`src/design/guard_switch_pkg.sv`:
```
// Constants, states and carrier types of the guard switch supervisor
package guard_switch_pkg;

	// Clock and prescaler
	localparam int CLK_HZ          = 10_000_000;
	localparam int TICK_HZ         = 4;
	localparam int TICK_CYCLES     = CLK_HZ / TICK_HZ;
	localparam int TICK_WIDTH      = 22;

	// Warning duration before forced shutdown
	localparam int WARN_MINUTES    = 30;
	localparam int WARN_TICKS      = WARN_MINUTES * 60 * TICK_HZ;
	localparam int WARN_WIDTH      = 13;

	// Flash sequencer: 16 quarter-second steps per red code frame
	localparam int STEP_WIDTH      = 4;
	localparam int BLINK_BIT       = 1;

	// Red flash counts per error cause
	localparam logic [2:0] CODE_NONE     = 3'h0;
	localparam logic [2:0] CODE_OUT_A    = 3'h1;
	localparam logic [2:0] CODE_OUT_B    = 3'h2;
	localparam logic [2:0] CODE_SHORT    = 3'h3;
	localparam logic [2:0] CODE_TEMP     = 3'h4;
	localparam logic [2:0] CODE_ACTUATOR = 3'h5;

	typedef enum logic [3:0] {
		ST_RUN   = 4'h1,
		ST_WARN  = 4'h2,
		ST_ERROR = 4'h4,
		ST_REARM = 4'h8
	} state_type;

	typedef struct packed {
		logic outA;
		logic outB;
		logic short;
		logic temp;
		logic actuator;
	} fault_type;

	typedef struct packed {
		logic      inA;
		logic      inB;
		logic      present;
		logic      limit;
		fault_type fault;
	} pin_type;

	typedef struct packed {
		logic safeA;
		logic safeB;
		logic aux;
		logic green;
		logic yellow;
		logic red;
	} drive_type;

	localparam pin_type   PIN_RESET   = '0;
	localparam drive_type DRIVE_RESET = '0;

endpackage

```
`src/design/guard_switch_diagnostic_fsm.sv`:
```
// Supervisory state logic of a coded guard-door switch
//
// Summary of operation
// - Warning fault: raise warning, drop auxiliary, delay shutdown.
// - Warning active 30 minutes uncleared disables both safety outputs.
// - Stored error clears only after door opens then closes, fault gone.
// - Green steady only with supply and both upstream inputs present.
// - Green blinks at 1 Hz when either upstream input is missing.
// - Yellow lit whenever a valid actuator is within sensing range.
// - Yellow blinks when actuator sits near the hysteresis band edge.
// - Red lamp active whenever any error condition is present.
// - Door shut, input missing: green blinks, yellow, aux on, outputs off.
// - Auxiliary output reflects the current switching condition.
// - Safety outputs drop at once when actuator leaves sensing zone.
// - Red flash count encodes error cause, one to five pulses.
`timescale 1ns/1ps

module guard_switch_diagnostic_fsm
	import guard_switch_pkg::*;
#(
	parameter int TICK_LEN = TICK_CYCLES,
	parameter int WARN_LEN = WARN_TICKS
)(
	input  wire logic clk,
	input  wire logic rst_b,
	input  wire logic safetyInA,
	input  wire logic safetyInB,
	input  wire logic actuatorPresent,
	input  wire logic actuatorLimit,
	input  wire logic faultOutA,
	input  wire logic faultOutB,
	input  wire logic faultShort,
	input  wire logic faultTemp,
	input  wire logic faultActuator,
	output logic      safetyOutA,
	output logic      safetyOutB,
	output logic      auxOut,
	output logic      ledGreen,
	output logic      ledYellow,
	output logic      ledRed
);

	pin_type                 rawPins;
	pin_type                 syncMeta;
	pin_type                 pins;
	logic [TICK_WIDTH-1:0]   tickCount;
	logic [TICK_WIDTH-1:0]   next_tickCount;
	logic                    tick;
	logic                    next_tick;
	logic [STEP_WIDTH-1:0]   flashStep;
	logic [STEP_WIDTH-1:0]   next_flashStep;
	logic [WARN_WIDTH-1:0]   warnTimer;
	logic [WARN_WIDTH-1:0]   next_warnTimer;
	state_type               state;
	state_type               next_state;
	logic [2:0]              errCode;
	logic [2:0]              next_errCode;
	drive_type               drive;
	drive_type               next_drive;
	logic                    blink;
	logic                    redPattern;
	logic                    warnFault;
	logic                    timeout;
	logic                    inputsOk;

	// Lowest flash count wins when several causes are present
	function automatic logic [2:0] causeCode(input fault_type f);
		if (f.outA)
			return CODE_OUT_A;
		else if (f.outB)
			return CODE_OUT_B;
		else if (f.short)
			return CODE_SHORT;
		else if (f.temp)
			return CODE_TEMP;
		else if (f.actuator)
			return CODE_ACTUATOR;
		return CODE_NONE;
	endfunction

	assign rawPins = '{inA: safetyInA, inB: safetyInB,
		present: actuatorPresent, limit: actuatorLimit,
		fault: '{outA: faultOutA, outB: faultOutB, short: faultShort,
			temp: faultTemp, actuator: faultActuator}};

	// Every pin is asynchronous to clk, so all pass two flops
	always_ff @(posedge clk or negedge rst_b)
	begin
		if (!rst_b)
		begin
			syncMeta <= PIN_RESET;
			pins     <= PIN_RESET;
		end
		else
		begin
			syncMeta <= rawPins;
			pins     <= syncMeta;
		end
	end

	// Quarter-second tick and flash step counter
	always_comb
	begin
		next_tick      = 1'b0;
		next_tickCount = tickCount + 1'b1;
		next_flashStep = flashStep;
		if (tickCount == TICK_WIDTH'(TICK_LEN - 1))
		begin
			next_tickCount = '0;
			next_tick      = 1'b1;
		end
		if (tick)
			next_flashStep = flashStep + 1'b1;
	end

	always_ff @(posedge clk or negedge rst_b)
	begin
		if (!rst_b)
		begin
			tickCount <= '0;
			tick      <= 1'b0;
			flashStep <= '0;
		end
		else
		begin
			tickCount <= next_tickCount;
			tick      <= next_tick;
			flashStep <= next_flashStep;
		end
	end

	// Four steps per period gives the 1 Hz blink
	assign blink      = flashStep[BLINK_BIT];
	// Pulses on even steps, then a pause closes the frame
	assign redPattern = (flashStep < {errCode, 1'b0}) & ~flashStep[0];
	assign warnFault  = pins.fault.outA | pins.fault.outB |
		pins.fault.short | pins.fault.temp;
	assign timeout    = tick && (warnTimer == WARN_WIDTH'(WARN_LEN - 1));
	assign inputsOk   = pins.inA & pins.inB;

	// Supervisor states, warning timer and registered pin drive
	always_comb
	begin
		next_state     = state;
		next_errCode   = errCode;
		next_warnTimer = '0;
		case (state)
			ST_RUN:
			begin
				if (pins.fault.actuator)
				begin
					next_state   = ST_ERROR;
					next_errCode = CODE_ACTUATOR;
				end
				else if (warnFault)
				begin
					next_state   = ST_WARN;
					next_errCode = causeCode(pins.fault);
				end
			end
			ST_WARN:
			begin
				next_warnTimer = warnTimer + WARN_WIDTH'(tick);
				if (pins.fault.actuator)
				begin
					next_state   = ST_ERROR;
					next_errCode = CODE_ACTUATOR;
				end
				else if (timeout)
					next_state = ST_ERROR;
				else if (!pins.present)
					next_state = warnFault ? ST_ERROR : ST_REARM;
			end
			ST_ERROR:
			begin
				// Opening the door with the cause gone starts the clear
				if (!pins.present && !warnFault && !pins.fault.actuator)
					next_state = ST_REARM;
			end
			ST_REARM:
			begin
				if (warnFault || pins.fault.actuator)
				begin
					next_state   = ST_ERROR;
					next_errCode = causeCode(pins.fault);
				end
				else if (pins.present)
				begin
					next_state   = ST_RUN;
					next_errCode = CODE_NONE;
				end
			end
			default:
			begin
				next_state   = ST_ERROR;
				next_errCode = CODE_NONE;
			end
		endcase

		// Outputs hold only while the actuator is seen this very cycle
		next_drive.safeA = pins.present && inputsOk &&
			(state == ST_RUN || state == ST_WARN);
		next_drive.safeB = next_drive.safeA;
		// Auxiliary tracks actuation, pulsed near the band edge
		next_drive.aux   = (state == ST_RUN) && pins.present &&
			(!pins.limit || blink);
		next_drive.green = (state == ST_RUN || state == ST_REARM) &&
			(inputsOk || blink);
		next_drive.yellow = pins.present && (!pins.limit || blink);
		next_drive.red   = (state == ST_WARN || state == ST_ERROR) &&
			redPattern;
	end

	always_ff @(posedge clk or negedge rst_b)
	begin
		if (!rst_b)
		begin
			state     <= ST_RUN;
			errCode   <= CODE_NONE;
			warnTimer <= '0;
			drive     <= DRIVE_RESET;
		end
		else
		begin
			state     <= next_state;
			errCode   <= next_errCode;
			warnTimer <= next_warnTimer;
			drive     <= next_drive;
		end
	end

	assign safetyOutA = drive.safeA;
	assign safetyOutB = drive.safeB;
	assign auxOut     = drive.aux;
	assign ledGreen   = drive.green;
	assign ledYellow  = drive.yellow;
	assign ledRed     = drive.red;
endmodule

```
`config.mk`:
```
export PLATFORM = sky130hd
export DESIGN_NAME = guard_switch_diagnostic_fsm
export DESIGN_NICKNAME = d
export VERILOG_FILES = /design/src/design/guard_switch_pkg.sv /design/src/design/guard_switch_diagnostic_fsm.sv
export SDC_FILE = /design/constraint.sdc
export NUM_CORES = 1
export LEC_CHECK = 0
export ABC_AREA = 1
export BUFFER_PORTS_ARGS = -buffer_cell sky130_fd_sc_hd__buf_2
export CAP_MARGIN = 25
export CORE_UTILIZATION = 46
export CTS_CLUSTER_DIAMETER = 60
export DETAILED_ROUTE_END_ITERATION = 10
export GPL_ROUTABILITY_DRIVEN = 0
export PLACE_DENSITY = 0.61
export SLEW_MARGIN = 40
export SYNTH_ARGS = -nofsm -noshare
export SYNTH_HDL_FRONTEND = slang
export SYNTH_SLANG_ARGS = --single-unit
```
`constraint.sdc`:
```
create_clock -name clk -period 2 [get_ports clk]
set_input_delay 0.4 -clock clk [delete_from_list [all_inputs] [get_ports clk]]
set_output_delay 0.4 -clock clk [all_outputs]
set_load 0.1 [all_outputs]
```
=== After elaboration in Yosys (flattened, before gate mapping) ===
Index checks and enable logic that the tools add are counted.

* Bits in registers: 70
* Latch bits: 0
* RAM bits: 0
* Memory bits (read-only): 0
* Output and inout port bits: 6
* Memories: 0

* Add/subtract/negate cells: 3
* $mul: 0
* Div/mod/pow operators: 0
* $lt $le $gt $ge: 1
* Eq/ne operators: 11
* Shifts and indexed selects: 0
* Muxes and demuxes: 43
* Bitwise logic cells: 7
* Reductions and logical operators: 22

{| class="wikitable"
|+ Operator list
! kind !! count
|-
| 3-bit two-way mux || 15
|-
| 4-bit two-way mux || 9
|-
| 22-bit by 1-bit adder with 22-bit output, second input constant || 1
|-
| 22-bit equality test, second input constant || 1
|-
| 22-bit two-way mux || 1
|-
| 4-bit case mux with 4 select lines || 1
|-
| 1-bit two-way mux || 15
|-
| 13-bit by 1-bit adder with 13-bit output || 1
|-
| 13-bit equality test, second input constant || 1
|-
| 13-bit two-way mux || 1
|-
| 3-bit case mux with 4 select lines || 1
|-
| 1-bit logical AND || 10
|-
| 4-bit AND reduction || 2
|-
| 1-bit logical OR || 6
|-
| 3-bit != test, second input constant || 2
|-
| 4-bit by 1-bit adder with 4-bit output, second input constant || 1
|-
| 4-bit by 1-bit equality test with 1-bit output, second input constant || 1
|-
| 4-bit by 2-bit equality test with 1-bit output, second input constant || 1
|-
| 4-bit by 3-bit equality test with 1-bit output, second input constant || 1
|-
| 4-bit equality test, second input constant || 1
|-
| 1-bit zero test || 4
|-
| 4-bit < comparator || 1
|-
| 2-bit != test, second input constant || 2
|-
| 4-bit != test, second input constant || 1
|-
| 3 further kinds || 7
|}

=== Logic depth before layout (Yosys ltp) ===
* Depth after elaboration: 11
* Depth in mapped cells: 11
* Mapped depth without buffers: 10

=== Worst setup path before layout ===
OpenSTA, ideal clock, no wires.

* Path type: register to output
* Start: reg drive (netlist bit safetyOutB)
* End: out safetyOutB
* Arrival: 1324 ps
* Data required time: 1600 ps
* Slack: 276 ps
* Stages on the path, launching flop included: 2
* Cells stage by stage: dfrtp_1 > buf_4

{| class="wikitable"
|+ RTL lines
! item !! line !! text
|-
| from (decl) || guard_switch_diagnostic_fsm.sv:58 || <nowiki>drive_type drive;</nowiki>
|-
| from (signal assigned) || guard_switch_diagnostic_fsm.sv:228 || <nowiki>drive <= next_drive;</nowiki>
|-
| to (decl) || guard_switch_diagnostic_fsm.sv:36 || <nowiki>output logic safetyOutB,</nowiki>
|}

No word-level cell between the ends.

=== Worst setup path after layout ===
* Start: reg tick
* End: reg warnTimer[6]

* Cells in the longest elaborated chain, start to end: 2

{| class="wikitable"
|+ Ends and longest elaborated chain
! item !! line !! text
|-
| from (decl) || guard_switch_diagnostic_fsm.sv:48 || <nowiki>logic tick;</nowiki>
|-
| from (signal assigned) || guard_switch_diagnostic_fsm.sv:127 || <nowiki>tick <= next_tick;</nowiki>
|-
| 13-bit by 1-bit adder with 13-bit output || guard_switch_diagnostic_fsm.sv:163 || <nowiki>next_warnTimer = warnTimer + WARN_WIDTH'(tick);</nowiki>
|-
| 13-bit two-way mux || guard_switch_diagnostic_fsm.sv:147 || <nowiki>case (state)</nowiki>
|-
| net next_warnTimer[6] || guard_switch_diagnostic_fsm.sv:53 || <nowiki>logic [WARN_WIDTH-1:0] next_warnTimer;</nowiki>
|-
| to (signal assigned) || guard_switch_diagnostic_fsm.sv:227 || <nowiki>warnTimer <= next_warnTimer;</nowiki>
|-
| to (decl) || guard_switch_diagnostic_fsm.sv:52 || <nowiki>logic [WARN_WIDTH-1:0] warnTimer;</nowiki>
|}

The timed path passes the listed nets, and every way through them passes these cells.
A chain may end at the register's enable or synchronous reset.

==> reports/qor.yml <==
grt_use_met2_pct: 31.3
yosys-mux-area-fraction_pct: 0
rsz0062_at_grt: "false"
status: "finished clean"
maxCapViolations: 0
critical_path_class: "reg -> reg"
syn-cell-area_um2: 3480
num_io_pins: 17
drive_gt1_share_pct: 15.9
cp-start-kind: "flip-flop"
synth_edf_count: 0
yosys_register_bits: 70
synth_nets: 438
layoutNonFillerInstCount: 551
synth-adder-area-share_pct: 2.16
clock_latency_ns: 0.34
post_cts_buffers: 0
slew_headroom_pct: 68.0
p_leak_nw: 1.87
cpMaxStageDelayCell: "dfrtp_1"
cts_buffers: 9
rows: 31
cts_sinks: 70
ys_warn_count: 0
top_usage_layer: "met2"
track_usage_pct: 19.9
async_reset_ff_share_pct: 100
global_route.usage.met1_pct: 26.3
htree_levels: 3
arrival_ns: 1.91
fin_crit_ns: 1.69
yosys.area.top_type_share_pct: 49.6
power.density_nw_per_um2: 830
hold_viol_final: 0
die_area_um2: 7920
firstDrtPassIters: 4
synth_top_family_by_area: "simple AND/OR/NAND/NOR gates"
crit_required_ns: 2.23
drc: 0
dp_hpwl_mm: 5.07
clock.fmax_mhz: 593
wl_mm: 6.79
layout.nets: 464
final_common_cell: "nand2_1"
syn_avg_cell_area_um2: 8.27
worst_pin_slew_ns: 0.483
irDropWorstVdd_mv: 0.406
ys_types: 38
first_iter_violations: 121
synth_area_leaders: "dfrtp_1, nand2_1, nor2_1, inv_1, nand3_1"
ant_nets: 0
antenna_found_initial: 0
r2r_end: "warnTimer[6]$_DFF_PN0_"
fp.dieH_um: 89.0
post_cts_resized: 0
final_cell_mix: "nand2_1, dfrtp_1, nor2_1"
path_cells: "ha_1 > ha_1 > nand2_1 > nor2_2 > inv_1 > nor4_1 > nor3_1"
finalCritPeriodShare_pct: 84.3
cts_tree: "built"
diodes: 0
vias_per_cell: 4.91
cpPeakStageDelay_ns: 0.48
regToRegSetupSlack_ns: 0.31
synth_compound_gate_area_share_pct: 3.49
dp_cells: 535
synth_top_area_cell: "dfrtp_1"
nFillCells: 697
initial_utilization_pct: 47.7
gr-usage-met3_pct: 6.65
grt_overflow_total: 0
place.port_buffers: 16
synth-xor-area-share_pct: 4.53
syn_inst: 421
crit_fanout: 8
cts_hold_buffers: 0
clk_pin_slew_ns: 0.07
drt-wirelength-per-cell_um: 12.3
die_w_um: 89.0
setup_tns_ns: 0
drv_slew: 0
clockRootBuffer: "clkbuf_8"
design.core.area_um2: 7290
cts_buffer_depth: 2
crit_top_cell: "ha_1"
clock-skew-final_ns: 0.00503
grt_pass1_wl_mm: 11.8
setup_viol: 0
yosysSeqAreaShare_pct: 50.4
hold_class: "in -> async"
synthSimpleGateAreaFrac_pct: 32.5
grt_max_degree: 71
syn_to_final_growth_pct: 13.3
synth_ff_type: "dfrtp_1"
reg2regPathDepth: 7
setup.worst_path.end_class: "flip-flop"
vias: 2704
grt_pass1_vias: 2540
reg2reg_from: "tick$_DFF_PN0_"
[flip-flops by register name, summed over array words and instances (netlist names)]
name / count
state: 4
safetyOutB: 1
syncMeta: 9
tick: 1
flashStep: 4
auxOut: 1
ledRed: 1
ledYellow: 1
pins: 9
warnTimer: 13
errCode: 3
ledGreen: 1
tickCount: 22
[where the power goes]
group          internal, mW  switching [mW]  total, mW
combinational         0.107           0.265      0.372
sequential             1.47          0.0327       1.51
clock                 0.860           0.533       1.39
[worst max-delay path by stage]
stage          cells after the start  slack, ns            startpoint                endpoint
3_5_place_dp                       7       0.33        tick$_DFF_PN0_  warnTimer[6]$_DFF_PN0_
3_3_place_gp                       7       0.46        tick$_DFF_PN0_  warnTimer[6]$_DFF_PN0_
6_report                           7       0.31        tick$_DFF_PN0_  warnTimer[6]$_DFF_PN0_
4_1_cts                            7       0.32        tick$_DFF_PN0_  warnTimer[6]$_DFF_PN0_
5_1_grt                            7        0.1        tick$_DFF_PN0_  warnTimer[6]$_DFF_PN0_
2_1_floorplan                      1       0.28  safetyOutB$_DFF_PN0_              safetyOutB
[metrics by stage]
stage	setup WS (ns)	util, %	hold slack [ns]	area, um^2	power (mW)
CTS	0.318	54.0	0.0739	3940	3.31
detailed placement	0.331	50.7	0.335	3690	1.91
global placement	0.460	50.7	0.332	3690	1.90
global route	0.0975	54.0	0.0807	3940	3.43
finish	0.313	54.0	0.0573	3940	3.27
floorplan	0.276	-	0.104	3480	1.80
[synthesized netlist by cell type (2+ instances only)]
master,n
xor2_1,12
nand3_2,3
nor2_1,60
inv_2,11
nor2_2,8
nor3_2,5
nand2_1,100
dfrtp_1,69
nor2_4,2
a21oi_1,7
nand2_2,4
nor3_1,11
o21ai_0,7
xnor2_1,6
o21ai_1,3
nand3_1,30
ha_1,6
inv_1,48
nand4_1,10
[cell type report]
type	instances	area (um^2)	area share [%]
clock buffers	10	138	3.49
repair buffers	18	108	2.73
well taps	99	124	3.14
inverters	60	225	5.71
multi-input cells	288	1490	37.7
flip-flops and latches	70	1750	44.5
clock inverters	6	109	2.76
[per-layer routing]
layer / routed length, um / share of wire, %
met1: 3260 / 48
met2: 3150 / 46
met3: 290 / 4.3
met4: 93 / 1.4
met5: 0 / 0
[cells by family after synthesis]
| kind of cell | count (synthesis) |
|---|---|
| AOI/OAI and AO/OA | 22 |
| xor gates and xnor gates | 18 |
| adders and majority gates | 6 |
| buffers and inverters | 63 |
| DFF | 70 |
| and+or+nand+nor | 242 |
[worst max-delay path, delay by kind of cell (launching register included)]
family        cells  cell delay, ns
flops             1            0.48
fa+ha+maj         2            0.42
buf+inv           1            0.10
simple gates      4            0.55
No activity file was read; power rests on OpenSTA's default activity.
